==> src/hw/rcse_regs.vh <==
// constants for the remote command status engine
`ifndef RCSE_REGS_VH
`define RCSE_REGS_VH
// ==================================================
// decoded message unit opcodes
`define RCSE_OP_CLS    5'h00
`define RCSE_OP_ESE    5'h01
`define RCSE_OP_ESEQ   5'h02
`define RCSE_OP_IDNQ   5'h03
`define RCSE_OP_RCL    5'h04
`define RCSE_OP_RST    5'h05
`define RCSE_OP_SAV    5'h06
`define RCSE_OP_SRE    5'h07
`define RCSE_OP_SREQ   5'h08
`define RCSE_OP_STBQ   5'h09
`define RCSE_OP_TSTQ   5'h0a
`define RCSE_OP_ERRQ   5'h0b
`define RCSE_OP_LOC    5'h0c
`define RCSE_OP_REM    5'h0d
`define RCSE_OP_COUP   5'h0e
`define RCSE_OP_COUPQ  5'h0f
`define RCSE_OP_NSEL   5'h10
`define RCSE_OP_NSELQ  5'h11
`define RCSE_OP_SEL    5'h12
`define RCSE_OP_OFF2   5'h13
`define RCSE_OP_OFF2Q  5'h14
`define RCSE_OP_OFF3   5'h15
`define RCSE_OP_OFF3Q  5'h16
`define RCSE_OP_VOLT   5'h17
// ==================================================
// standard event bit positions
`define RCSE_EV_PON 7
`define RCSE_EV_CME 5
`define RCSE_EV_EXE 4
`define RCSE_EV_DDE 3
`define RCSE_EV_QYE 2
`define RCSE_EV_OPC 0
// ==================================================
// status byte bit positions
`define RCSE_SB_MSS 6
`define RCSE_SB_ESB 5
`define RCSE_SB_MAV 4
`define RCSE_SB_QUS 3
// ==================================================
// error codes returned by the error query
`define RCSE_ERR_NONE  3'h0
`define RCSE_ERR_FMT   3'h1
`define RCSE_ERR_RANGE 3'h2
`define RCSE_ERR_MANY  3'h3
`define RCSE_ERR_EXEC  3'h4
// ==================================================
// setting defaults and limits, offsets in tenths of a degree
`define RCSE_DEF_OFF2  12'h4b0
`define RCSE_DEF_OFF3  12'h960
`define RCSE_MAX_OFF   12'he0f
`define RCSE_DEF_SEL   2'h1
`define RCSE_GROUPS    3
`define RCSE_IDN_WORDS 3'h6
`endif

==> src/hw/rcse_engine.v <==
// remote command interpreter with the 488.2 status model
`timescale 1ns/1ps
`include "rcse_regs.vh"
module rcse_engine #(
  parameter [15:0] COMPANY_ID = 16'h0a11, // arbitrary value
  parameter [15:0] MODEL_ID   = 16'h0b22, // arbitrary value
  parameter [15:0] SERIAL_ID  = 16'h0c33, // arbitrary value
  parameter [15:0] FW_DISP    = 16'h0100, // display firmware
  parameter [15:0] FW_WAVE    = 16'h0101, // waveform firmware
  parameter [15:0] FW_REM     = 16'h0102  // remote firmware
)(
  input  wire        clock_i,
  input  wire        reset_n_i,
  input  wire        unit_valid_i,        // decoded unit strobe
  input  wire [4:0]  unit_op_i,           // unit opcode
  input  wire [15:0] unit_arg_i,          // unit parameter
  input  wire        term_nl_i,           // newline seen
  input  wire        term_eoi_i,          // end-or-identify seen
  input  wire        link_serial_i,       // unit came over serial
  input  wire        page_exit_key_i,     // panel key, async pin
  input  wire        questionable_summary_bit_event_i,        // questionable event pulse
  input  wire        dev_error_i,         // device error pulse
  input  wire        selftest_fail_i,     // self-test outcome
  input  wire        resp_ready_i,        // host takes answer word
  output reg         resp_valid_o,        // answer word pending
  output reg  [15:0] resp_data_o,         // answer word
  output reg         resp_last_o,         // final word of answer
  output wire [7:0]  status_summary_byte_o,
  output wire        service_request_o,   // mss / rqs
  output reg         remote_o,            // remote state
  output wire        panel_keys_en_o,     // all panel keys live
  output wire        couple_all_o,        // voltage to all phases
  output wire [1:0]  phase_sel_o,         // selected phase 1-3
  output wire [11:0] second_phase_offset_o,
  output wire [11:0] third_phase_offset_o,
  output wire [47:0] phase_volt_o         // three 16-bit setpoints
);
  // ==================================================
  // settings vector layout
  localparam SW     = 75;  // settings width
  localparam P_OFF3 = 48;  // third phase offset
  localparam P_OFF2 = 60;  // second phase offset
  localparam P_SEL  = 72;  // phase select
  localparam P_COUP = 74;  // coupling all
  localparam [SW-1:0] DEFAULTS =
    {1'b0, `RCSE_DEF_SEL, `RCSE_DEF_OFF2, `RCSE_DEF_OFF3, 48'h0};

  reg  [SW-1:0] live_r;        // settings in effect
  reg  [SW-1:0] shd_r;         // settings incl. deferred units
  reg  [SW-1:0] live_nxt;
  reg  [SW-1:0] shd_nxt;
  reg  [7:0]    ese_r;         // standard event enable
  reg  [7:0]    ese_nxt;
  reg  [7:0]    sre_r;         // service request enable
  reg  [7:0]    sre_nxt;
  reg           questionable_summary_bit_r;        // questionable summary latch
  reg           questionable_summary_bit_nxt;
  reg  [2:0]    err_r;         // error slot, overflow folds
  reg  [2:0]    err_nxt;
  reg  [2:0]    new_err;       // error raised this cycle
  reg  [2:0]    idx_r;         // identity word index, 0 idle
  reg  [2:0]    idx_nxt;
  reg           pon_r;         // first cycle after reset
  reg           rv_nxt;
  reg  [15:0]   rd_nxt;
  reg           rl_nxt;
  reg           remote_nxt;
  reg  [7:0]    evt_set;       // event pulses to the latch
  reg           evt_clr;       // event register read
  reg           bank_wr;       // store pulse
  reg           key_s1_r;      // synchroniser stage one
  reg           key_s2_r;      // synchroniser stage two
  reg           key_d_r;       // edge detect history
  wire [7:0]    evt_q;         // latched events
  wire [SW-1:0] bank_q;        // recalled group
  wire [1:0]    bank_sel;      // group index, zero based
  wire          arg_grp_ok;    // parameter within 1-3
  wire          arg_off_ok;    // offset within range
  wire          esb;
  wire          mss;
  wire [7:0]    stb_low;       // status byte without mss
  wire          pending;       // answer still unread
  wire          key_press;     // page/exit rising edge
  integer       i;

  // ==================================================
  // status byte composition
  assign esb = |(evt_q & ese_r);
  assign stb_low = {1'b0, 1'b0, esb, resp_valid_o, questionable_summary_bit_r, 3'h0};
  // mss bit of the enable mask cannot feed itself
  assign mss = |(stb_low & sre_r & 8'hbf);
  assign status_summary_byte_o = stb_low | {1'b0, mss, 6'h00};
  assign service_request_o = mss;

  // ==================================================
  // argument checks
  assign bank_sel   = unit_arg_i[1:0] - 2'h1;
  assign arg_grp_ok = (unit_arg_i >= 16'h0001) && (unit_arg_i <= 16'h0003);
  assign arg_off_ok = (unit_arg_i <= {4'h0, `RCSE_MAX_OFF});
  assign pending    = resp_valid_o && !(resp_ready_i && resp_last_o);
  assign key_press  = key_s2_r && !key_d_r;

  // ==================================================
  // outputs taken from the live settings
  assign couple_all_o          = live_r[P_COUP];
  assign phase_sel_o           = live_r[P_SEL +: 2];
  assign second_phase_offset_o = live_r[P_OFF2 +: 12];
  assign third_phase_offset_o  = live_r[P_OFF3 +: 12];
  assign phase_volt_o          = live_r[47:0];
  // page/exit stays live even in remote state
  assign panel_keys_en_o       = !remote_o;

  // identity fields in answer order
  function [15:0] idn_word;
    input [2:0] idx;
    begin
      case (idx)
        3'h1:    idn_word = COMPANY_ID;
        3'h2:    idn_word = MODEL_ID;
        3'h3:    idn_word = SERIAL_ID;
        3'h4:    idn_word = FW_DISP;
        3'h5:    idn_word = FW_WAVE;
        default: idn_word = FW_REM;
      endcase
    end
  endfunction

  // ==================================================
  // unit execution, one unit per cycle in arrival order
  always @*
  begin
    live_nxt   = live_r;
    shd_nxt    = shd_r;
    ese_nxt    = ese_r;
    sre_nxt    = sre_r;
    questionable_summary_bit_nxt   = questionable_summary_bit_r;
    err_nxt    = err_r;
    new_err    = `RCSE_ERR_NONE;
    idx_nxt    = idx_r;
    rv_nxt     = resp_valid_o;
    rd_nxt     = resp_data_o;
    rl_nxt     = resp_last_o;
    remote_nxt = remote_o;
    evt_set    = 8'h00;
    evt_clr    = 1'b0;
    bank_wr    = 1'b0;
    evt_set[`RCSE_EV_PON] = pon_r;
    evt_set[`RCSE_EV_DDE] = dev_error_i;
    // host drains the answer word by word
    if (resp_valid_o && resp_ready_i)
    begin
      if (idx_r != 3'h0 && idx_r != `RCSE_IDN_WORDS)
      begin
        idx_nxt = idx_r + 3'h1;
        rd_nxt  = idn_word(idx_r + 3'h1);
        rl_nxt  = (idx_r + 3'h1) == `RCSE_IDN_WORDS;
      end
      else
      begin
        rv_nxt  = 1'b0;
        rl_nxt  = 1'b0;   // last flag never outlives its word
        idx_nxt = 3'h0;
      end
    end
    if (unit_valid_i)
    begin
      // a new unit throws away an unread answer
      if (pending)
      begin
        rv_nxt  = 1'b0;
        rl_nxt  = 1'b0;
        idx_nxt = 3'h0;
        evt_set[`RCSE_EV_QYE] = 1'b1;
      end
      case (unit_op_i)
        `RCSE_OP_CLS:
        begin
          questionable_summary_bit_nxt = 1'b0;
          err_nxt  = `RCSE_ERR_NONE;
        end
        `RCSE_OP_ESE:   ese_nxt = unit_arg_i[7:0];
        `RCSE_OP_ESEQ:
        begin
          rv_nxt  = 1'b1;
          rd_nxt  = {8'h00, evt_q};
          rl_nxt  = 1'b1;
          evt_clr = 1'b1;
        end
        `RCSE_OP_IDNQ:
        begin
          rv_nxt  = 1'b1;
          rd_nxt  = idn_word(3'h1);
          rl_nxt  = 1'b0;
          idx_nxt = 3'h1;
        end
        `RCSE_OP_RCL:
          if (arg_grp_ok)
          begin
            live_nxt = bank_q;
            shd_nxt  = bank_q;
          end
          else
            new_err = `RCSE_ERR_RANGE;
        `RCSE_OP_RST:
        begin
          live_nxt = DEFAULTS;
          shd_nxt  = DEFAULTS;
        end
        `RCSE_OP_SAV:
          if (arg_grp_ok)
            bank_wr = 1'b1;
          else
            new_err = `RCSE_ERR_RANGE;
        `RCSE_OP_SRE:   sre_nxt = unit_arg_i[7:0];
        `RCSE_OP_SREQ:
        begin
          rv_nxt = 1'b1;
          rd_nxt = {8'h00, sre_r};
          rl_nxt = 1'b1;
        end
        `RCSE_OP_STBQ:
        begin
          rv_nxt = 1'b1;
          rd_nxt = {8'h00, status_summary_byte_o};
          rl_nxt = 1'b1;
        end
        `RCSE_OP_TSTQ:
        begin
          rv_nxt = 1'b1;
          rd_nxt = {15'h0000, selftest_fail_i};
          rl_nxt = 1'b1;
        end
        `RCSE_OP_ERRQ:
        begin
          rv_nxt  = 1'b1;
          rd_nxt  = {13'h0000, err_r};
          rl_nxt  = 1'b1;
          err_nxt = `RCSE_ERR_NONE;
        end
        `RCSE_OP_LOC:
          if (link_serial_i)
            remote_nxt = 1'b0;
          else
            new_err = `RCSE_ERR_EXEC;
        `RCSE_OP_REM:
          if (link_serial_i)
            remote_nxt = 1'b1;
          else
            new_err = `RCSE_ERR_EXEC;
        `RCSE_OP_COUP:
        begin
          live_nxt[P_COUP] = unit_arg_i[0];
          shd_nxt[P_COUP]  = unit_arg_i[0];
        end
        `RCSE_OP_COUPQ:
        begin
          rv_nxt = 1'b1;
          rd_nxt = {15'h0000, live_r[P_COUP]};
          rl_nxt = 1'b1;
        end
        `RCSE_OP_NSEL, `RCSE_OP_SEL:
          if (arg_grp_ok)
          begin
            live_nxt[P_SEL +: 2] = unit_arg_i[1:0];
            shd_nxt[P_SEL +: 2]  = unit_arg_i[1:0];
          end
          else if (unit_op_i == `RCSE_OP_SEL)
            new_err = `RCSE_ERR_FMT;
          else
            new_err = `RCSE_ERR_RANGE;
        `RCSE_OP_NSELQ:
        begin
          rv_nxt = 1'b1;
          rd_nxt = {14'h0000, live_r[P_SEL +: 2]};
          rl_nxt = 1'b1;
        end
        // offsets and voltage are coupled: staged until the terminator
        `RCSE_OP_OFF2:
          if (arg_off_ok)
            shd_nxt[P_OFF2 +: 12] = unit_arg_i[11:0];
          else
            new_err = `RCSE_ERR_RANGE;
        `RCSE_OP_OFF2Q:
        begin
          rv_nxt = 1'b1;
          rd_nxt = {4'h0, live_r[P_OFF2 +: 12]};
          rl_nxt = 1'b1;
        end
        `RCSE_OP_OFF3:
          if (arg_off_ok)
            shd_nxt[P_OFF3 +: 12] = unit_arg_i[11:0];
          else
            new_err = `RCSE_ERR_RANGE;
        `RCSE_OP_OFF3Q:
        begin
          rv_nxt = 1'b1;
          rd_nxt = {4'h0, live_r[P_OFF3 +: 12]};
          rl_nxt = 1'b1;
        end
        `RCSE_OP_VOLT:
          for (i = 0; i < 3; i = i + 1)
            if (shd_r[P_COUP] || (shd_r[P_SEL +: 2] == i[1:0] + 2'h1))
              shd_nxt[i*16 +: 16] = unit_arg_i;
        default:
          evt_set[`RCSE_EV_CME] = 1'b1;
      endcase
    end
    // record the error; a second one before reading folds to overflow
    if (new_err != `RCSE_ERR_NONE)
    begin
      err_nxt = (err_nxt == `RCSE_ERR_NONE) ? new_err : `RCSE_ERR_MANY;
      if (new_err == `RCSE_ERR_FMT)
        evt_set[`RCSE_EV_CME] = 1'b1;
      else
        evt_set[`RCSE_EV_EXE] = 1'b1;
    end
    // a late questionable event wins over the clear
    if (questionable_summary_bit_event_i)
      questionable_summary_bit_nxt = 1'b1;
    // terminator commits every staged coupled setting at once
    if (term_nl_i || term_eoi_i)
    begin
      live_nxt = shd_nxt;
      evt_set[`RCSE_EV_OPC] = 1'b1;
    end
    // page/exit always returns the panel to local
    if (key_press)
      remote_nxt = 1'b0;
  end

  // ==================================================
  // state registers
  always @(posedge clock_i)
  begin
    if (!reset_n_i)
    begin
      live_r       <= DEFAULTS;
      shd_r        <= DEFAULTS;
      ese_r        <= 8'h00;
      sre_r        <= 8'h00;
      questionable_summary_bit_r       <= 1'b0;
      err_r        <= `RCSE_ERR_NONE;
      idx_r        <= 3'h0;
      pon_r        <= 1'b1;
      resp_valid_o <= 1'b0;
      resp_data_o  <= 16'h0000;
      resp_last_o  <= 1'b0;
      remote_o     <= 1'b0;
    end
    else
    begin
      live_r       <= live_nxt;
      shd_r        <= shd_nxt;
      ese_r        <= ese_nxt;
      sre_r        <= sre_nxt;
      questionable_summary_bit_r       <= questionable_summary_bit_nxt;
      err_r        <= err_nxt;
      idx_r        <= idx_nxt;
      pon_r        <= 1'b0;
      resp_valid_o <= rv_nxt;
      resp_data_o  <= rd_nxt;
      resp_last_o  <= rl_nxt;
      remote_o     <= remote_nxt;
    end
  end

  // ==================================================
  // page/exit key synchroniser, stage one read only by stage two
  always @(posedge clock_i)
  begin
    if (!reset_n_i)
    begin
      key_s1_r <= 1'b0;
      key_s2_r <= 1'b0;
      key_d_r  <= 1'b0;
    end
    else
    begin
      key_s1_r <= page_exit_key_i;
      key_s2_r <= key_s1_r;
      key_d_r  <= key_s2_r;
    end
  end

  // ==================================================
  // event latch and save groups
  rcse_event_latch #(
    .WIDTH (8)
  ) u_events (
    .clock_i   (clock_i),
    .reset_n_i (reset_n_i),
    .set_i     (evt_set),
    .clr_i     (evt_clr),
    .q_o       (evt_q)
  );

  rcse_save_bank #(
    .WIDTH (SW),
    .DEPTH (`RCSE_GROUPS),
    .INIT  (DEFAULTS)
  ) u_bank (
    .clock_i   (clock_i),
    .reset_n_i (reset_n_i),
    .wr_i      (bank_wr),
    .sel_i     (bank_sel),
    .data_i    (live_r),
    .q_o       (bank_q)
  );
endmodule // rcse_engine

==> src/hw/rcse_event_latch.v <==
// sticky standard event bits with read-to-clear
`timescale 1ns/1ps
module rcse_event_latch #(
  parameter WIDTH = 8 // number of event bits
)(
  input  wire             clock_i,
  input  wire             reset_n_i,
  input  wire [WIDTH-1:0] set_i,     // one-cycle event pulses
  input  wire             clr_i,     // read of the register
  output wire [WIDTH-1:0] q_o        // latched events
);
  // ==================================================
  // per-bit latch
  genvar g;
  generate
    for (g = 0; g < WIDTH; g = g + 1)
    begin : bit_g
      reg bit_r; // latched event
      // set wins over the read clear so no event is lost
      always @(posedge clock_i)
      begin
        if (!reset_n_i)
          bit_r <= 1'b0;
        else if (set_i[g])
          bit_r <= 1'b1;
        else if (clr_i)
          bit_r <= 1'b0;
      end
      assign q_o[g] = bit_r;
    end
  endgenerate
endmodule // rcse_event_latch

==> src/hw/rcse_save_bank.v <==
// numbered save/recall groups of the settings vector
`timescale 1ns/1ps
module rcse_save_bank #(
  parameter         WIDTH = 75,     // settings vector width
  parameter         DEPTH = 3,      // number of groups
  parameter [WIDTH-1:0] INIT = {WIDTH{1'b0}} // content after reset
)(
  input  wire             clock_i,
  input  wire             reset_n_i,
  input  wire             wr_i,      // store pulse
  input  wire [1:0]       sel_i,     // group index, zero based
  input  wire [WIDTH-1:0] data_i,    // settings to store
  output wire [WIDTH-1:0] q_o        // settings of the group
);
  wire [WIDTH-1:0] slot_q [0:DEPTH-1]; // per-group content
  // ==================================================
  // one flop slot per group
  genvar g;
  generate
    for (g = 0; g < DEPTH; g = g + 1)
    begin : slot_g
      reg [WIDTH-1:0] slot_r; // stored settings
      // write only the addressed slot
      always @(posedge clock_i)
      begin
        if (!reset_n_i)
          slot_r <= INIT;
        else if (wr_i && (sel_i == g))
          slot_r <= data_i;
      end
      assign slot_q[g] = slot_r;
    end
  endgenerate
  // caller writes and uses q_o only while sel_i is below DEPTH
  assign q_o = slot_q[sel_i];
endmodule // rcse_save_bank

==> config.mk <==
export PLATFORM = sky130hd
export DESIGN_NAME = rcse_engine
export DESIGN_NICKNAME = d
export VERILOG_FILES = /design/src/hw/rcse_engine.v /design/src/hw/rcse_event_latch.v /design/src/hw/rcse_save_bank.v
export VERILOG_INCLUDE_DIRS = /design/src /design/src/hw
export SDC_FILE = /design/constraint.sdc
export NUM_CORES = 1
export LEC_CHECK = 0
export BUFFER_PORTS_ARGS = -buffer_cell sky130_fd_sc_hd__buf_2
export CAP_MARGIN = 25
export CORE_MARGIN = 4
export CORE_UTILIZATION = 41
export DETAILED_ROUTE_END_ITERATION = 10
export PLACE_DENSITY_LB_ADDON = 0.05
export SYNTH_ARGS = -nofsm -noshare
export SYNTH_HDL_FRONTEND = slang
export SYNTH_SLANG_ARGS = --single-unit
==> constraint.sdc <==
create_clock -name clock_i -period 3.05 [get_ports clock_i]
set_input_delay 0.1525 -clock clock_i [delete_from_list [all_inputs] [get_ports clock_i]]
set_output_delay 0.1525 -clock clock_i [all_outputs]
set_load 0.02 [all_outputs]
Yosys cells after proc, flatten, opt, wreduce, memory -nomap -nowiden
Index checks and enable logic that the tools add are counted.
{ "word_totals": {"ff_bits": 427, "rom_bits": 0, "out_inout_bits": 104, "ram_bits": 0, "in_bits": 32, "n_memories": 0, "word_cells": 210, "latchBits": 0} }
{ "op_classes": {"order_cmp": 4, "multipliers": 0, "n_addsub": 2, "bitwise": 5, "shift": 0, "n_mux": 81, "div_mod_pow": 0, "reduce_logical": 52, "eq_ne": 40} }
{ "ops": {"columns": ["cell", "count"], "rows": [
  ["two-way mux 75 bit", 7],
  ["one-hot mux 16 bit (10 select lines)", 1],
  ["binary-select mux 75 bit (select 2 bit)", 1],
  ["one-hot mux 48 bit (3 select lines)", 1],
  ["one-hot mux 72 bit (2 select lines)", 1],
  ["two-way mux 16 bit", 6],
  ["one-hot mux 12 bit (3 select lines)", 2],
  ["one-hot mux 12 bit (5 select lines)", 1],
  ["equality test 5 x 4 -> 1 bit, second input constant", 8],
  ["equality test 5 bit, second input constant", 8],
  ["two-way mux 3 bit", 12],
  ["two-way mux 1 bit", 34],
  ["two-way mux 12 bit", 2],
  ["OR reduction 24 bit", 1],
  ["equality test 5 x 3 -> 1 bit, second input constant", 4],
  ["nonzero test 2 bit", 10],
  [">= comparator 16 x 1 -> 1 bit, second input constant", 1],
  ["<= comparator 16 x 12 -> 1 bit, second input constant", 1],
  ["<= comparator 16 x 2 -> 1 bit, second input constant", 1],
  ["two-way mux 2 bit", 6],
  ["one-hot mux 2 bit (3 select lines)", 2],
  ["one-hot mux 3 bit (4 select lines)", 1],
  ["OR reduction 2 bit", 6],
  ["equality test 5 x 2 -> 1 bit, second input constant", 2],
  ["33 further kinds", 65]
]} }

Depth between registers and ports, before layout
{ "logic_depth": {"depth_word": 9, "depth_mapped": 14, "depth_no_buf": 8} }

Hierarchy
A second synthesis with hierarchy kept.
{ "hier_totals": {"cells_unflattened": 2220, "area_unflattened_um2": 20259.4} }
{ "modules_own_cells": {"columns": ["mod", "cells_each", "instances", "area_per_inst_um2"], "rows": [
  ["rcse_engine", 1198, 1, 10050.9],
  ["rcse_save_bank", 989, 1, 9873.2],
  ["rcse_event_latch", 33, 1, 335.3]
]} }

Worst setup path after synthesis
OpenSTA, ideal clock, no wires.
{ "synth_path": {"kind": "in2reg", "startpoint": "in unit_arg_i[0]", "endpoint": "reg live_r[66]", "stages": 14, "path_slack_ns": -0.179, "arrival_ns": 3.154, "n_path_buf": 7, "cell_sequence": "inv_1 -> clkbuf_1 -> clkbuf_1 -> clkbuf_1 -> ha_1 -> clkbuf_1 -> clkbuf_1 -> buf_1 -> clkbuf_1 -> nand3_1 -> o21ai_0 -> nand3_1 -> a31oi_1 -> a21boi_0"} }
{ "synth_between": {"elab_chain_len": 9, "elab_cells_between_ends": 19, "classes_between": "1 x add/sub; 3 x order compare; 1 x eq/ne; 11 x mux; 1 x bitwise; 2 x reduce/logical"} }
{ "synth_rtl": {"columns": ["element", "line", "text"], "rows": [
  ["start: declaration", "rcse_engine.v:16", "input wire [15:0] unit_arg_i,"],
  ["subtractor 2 x 1 -> 2 bit", "rcse_engine.v:97", "assign bank_sel = unit_arg_i[1:0] - 2'h1;"],
  ["NOT 2 -> 3 bit (not written as such)", "rcse_save_bank.v:35", "assign q_o = slot_q[sel_i];"],
  ["binary-select mux 75 bit (select 2 bit)", "rcse_save_bank.v:35", null],
  ["two-way mux 75 bit (not written as such) (2 in a row)", "rcse_save_bank.v:35", null],
  ["two-way mux 75 bit", "rcse_engine.v:197", "if (arg_grp_ok)"],
  ["one-hot mux 12 bit (3 select lines) or one-hot mux 72 bit (2 select lines) (tied branches)", "rcse_engine.v:175", "case (unit_op_i)"],
  ["two-way mux 75 bit", "rcse_engine.v:165", "if (unit_valid_i)"],
  ["two-way mux 75 bit", "rcse_engine.v:321", "if (term_nl_i || term_eoi_i)"],
  ["end signal: assignment", "rcse_engine.v:352", "live_r <= live_nxt;"],
  ["end: declaration", "rcse_engine.v:48", "reg [SW-1:0] live_r;"]
]} }
Several ways; a longest one is shown, not always the timed one. The select of a mux whose other input is x is not followed.
A chain may end at the register's enable or synchronous reset.

Worst setup path after layout
{ "layout_path": {"startpoint": "in unit_arg_i[1]", "endpoint": "reg live_r[0]"} }
{ "layout_between": {"elab_chain_len": 9, "elab_cells_between_ends": 17, "classes_between": "1 x add/sub; 2 x order compare; 1 x eq/ne; 10 x mux; 1 x bitwise; 2 x reduce/logical"} }
{ "layout_rtl": {"columns": ["element", "line"], "rows": [
  ["subtractor 2 x 1 -> 2 bit", "rcse_engine.v:97"],
  ["NOT 2 -> 3 bit (not written as such)", "rcse_save_bank.v:35"],
  ["binary-select mux 75 bit (select 2 bit)", "rcse_save_bank.v:35"],
  ["two-way mux 75 bit (not written as such) (2 in a row)", "rcse_save_bank.v:35"],
  ["two-way mux 75 bit", "rcse_engine.v:197"],
  ["one-hot mux 48 bit (3 select lines) or one-hot mux 72 bit (2 select lines) (tied branches)", "rcse_engine.v:175"],
  ["two-way mux 75 bit", "rcse_engine.v:165"],
  ["two-way mux 75 bit", "rcse_engine.v:321"]
]} }
Several ways; a longest one is shown, not always the timed one. The select of a mux whose other input is x is not followed.

==> metrics <==
Main synth FF type=dfxtp_1; first-pass GRT wire length=roughly 110000 um; core area=approximately 0.047 mm2; Area Overhead vs Synth=14.96%; Mapped Area=0.01957 mm2; Hold WC Path Type=input pin to flop; sequential area share after synthesis=about 43%; reg-to-reg setup timing slack=between 0.9 and 1 ns; WL/cell=roughly 22 um; Worst R2R Path Depth=7; startpoint types=input pin; clock skew=0.01531 ns; hold depth=3; Syn Inst Count=2439; synth top area cells=dfxtp_1, nand2_1, a21oi_1; Total GRT Usage=roughly a quarter; worst skew pair latency=0.59 ns; Seq cells post-synth=about 430; Final Hold Viols=0; Die Wd=approximately 230 um; Peak VDD IR=~0.39 mV; Power Total=roughly 12 mW; CTS buffer count=48; GPL Wtd Cong=between 0.9 and 1; DIE AREA=about 0.05 mm2; Setup TNS Final=0 ns; remaining global-route overflow=0; Syn Area/Cell=around 8 um2; Post-synth ARST share=0%; Max-Cap Viols=0; Layout fillers=4650; FF+latch area=about 0.0085 mm2; DP Wirelength=43980 um; ANT nets after route=0; CP required=approximately 3.5 ns; Pins Over Slew Limit=0; Yosys top cell area share=43.47%; port bufs=between 100 and 150; RSZ-0062 raised after global routing=false; Worst Hold End=remote_o$_SDFFE_PP0P_; area of the multi-input gates=about 0.01 mm2; Starting Density=between 40% and 50%; WHS=between 0.08 and 0.09 ns; Fmax=0.4314 GHz; initial detailed-routing violation count=between 1500 and 2000; Clock Path Buffers=3; Setup CP Type=input pin to flop; # IOs=136; worst r2r dst=resp_data_o[8]$_SDFF_PN0_; Worst EP arrival=between 2 and 3 ns; CTS root buf=clkbuf_16; Max FO, Critical Path=16; Clock Sinks=between 400 and 500; CTS tree=done; yosys warns=0; Final min period=2.318 ns; CTS HTree Levels=2; EDFF count, synth=0; setup violators final=0; CP Capture Type=flop; Post-Route WL=roughly 70000 um; Leak Pwr=8.199 nW; CTS Hold Bufs=7; Vias=between 15000 and 20000; Row Count=79; initial antenna violation count=1; layout cells sized above 1=between 10 and 15%; Post-CTS Setup Inserts=0; Worst-Margin Slew=between 0.8 and 0.9 ns; CTS resizes=0; post-synth top area cell=dfxtp_1; worst hold start=unit_op_i[0]; Layout Nets=about 2500; Pre-antenna DRT Iters=6; vias in the first global route=roughly 17000; P per Cell Area=535.5 mW/mm2; floorplan die height=about 230 um; vias per cell=between 5 and 6; Clock transition at path regs=about 0.05 ns; count leader, synth=nand2_1; antenna diode instance count=0; reg2reg start=idx_r[0]$_SDFF_PN0_; Tcrit/Tclk final=between 70% and 80%; Max-Slew Margin vs Limit=between 40% and 50%; residual DRC count=0; largest net degree at the start of global routing=~140; Synth top cells by count=nand2_1, dfxtp_1, a21oi_1; status=completed; post-synthesis cell type count=between 70 and 80
-- flip-flops by register name, summed over array words and instances (netlist names), 3 cells and up --
signal                flops
err_r                     3
ese_r                     6
idx_r                     3
live_r                   75
resp_data_o              16
shd_r                    75
sre_r                     8
u_bank.slot_g.slot_r    225
u_events.bit_g.bit_r      6
-- final cells by class --
class                   count  share of cell area [%]
repair buffers            231                   7.452
clock buffers              75                   6.329
well taps                 607                   3.376
clock inverters            12                  0.3225
multi-input cells        1774                   44.39
flip-flops and latches    425                   37.82
inverters                  16                  0.3114
-- power by group --
part | switching, mW | internal [mW] | leakage (nW)
Combinational | 0.627 | 0.238 | 4.03
Clock | 2.34 | 3.20 | 0.735
Sequential | 0.0518 | 5.59 | 3.43
-- worst max-delay path: stages --
cell      delay (ns)
buf_2           0.14
inv_1           0.27
ha_1            0.33
nor2b_1         0.10
or4_4           0.55
o21ai_4         0.39
nand3_4         0.36
a22oi_1         0.34
o211ai_1        0.11
-- logic make-up after synthesis --
logic type                 synth area share [%]
and+or+nand+nor                           22.27
AOI/OAI and AO/OA                         23.26
DFF                                       43.47
buffers and inverters                     5.939
muxes                                     4.411
adders and majority gates                0.5754
other                                   0.01916
xor gates and xnor gates                0.04476
-- layer usage --
metal  up-vias  track usage [%]  part of all wire [%]
li1       8767                -                     -
met1      9030            36.95                    45
met2       646            43.06                    46
met3       118            3.599                   6.0
met4         2            8.386                   2.9
met5         -                0                 0.029
-- worst max-delay path by stage --
stage	startpoint	to	slack [ns]
after floorplan	unit_arg_i[0]	live_r[66]$_SDFFE_PN0P_	0.003
after global placement	unit_arg_i[1]	live_r[0]$_SDFFE_PN0P_	0.14
after detailed placement	unit_arg_i[1]	live_r[0]$_SDFFE_PN0P_	0.14
after CTS	unit_arg_i[1]	live_r[0]$_SDFFE_PN0P_	0.77
after global routing	unit_arg_i[1]	live_r[4]$_SDFFE_PN0P_	0.57
final	unit_arg_i[1]	live_r[0]$_SDFFE_PN0P_	0.73
-- metrics by stage --
step                cell area [um2]  setup slack, ns  instances  utilization (%)
floorplan                     19590         0.002540       2442                -
global placement              20930           0.1448       3046            44.68
detailed placement            20930           0.1415       3046            44.68
CTS                           22500           0.7650       3140            48.02
global route                  22500           0.5665       3140            48.02
finish                        22500           0.7321       3140            48.02
-- cells in the final DEF (no fill, tap or decap), types with 23 or more instances in the layout --
cell type / instances
a22oi_2: 29
buf_4: 74
mux2i_1: 84
clkbuf_16: 49
o21ai_0: 106
nand3_1: 227
nor2_1: 124
dfxtp_1: 425
nand2_1: 512
a22oi_1: 37
a22o_1: 55
o211ai_1: 60
a21oi_1: 260
buf_2: 130
and3_1: 23
Power figures use the tool's default switching activity.
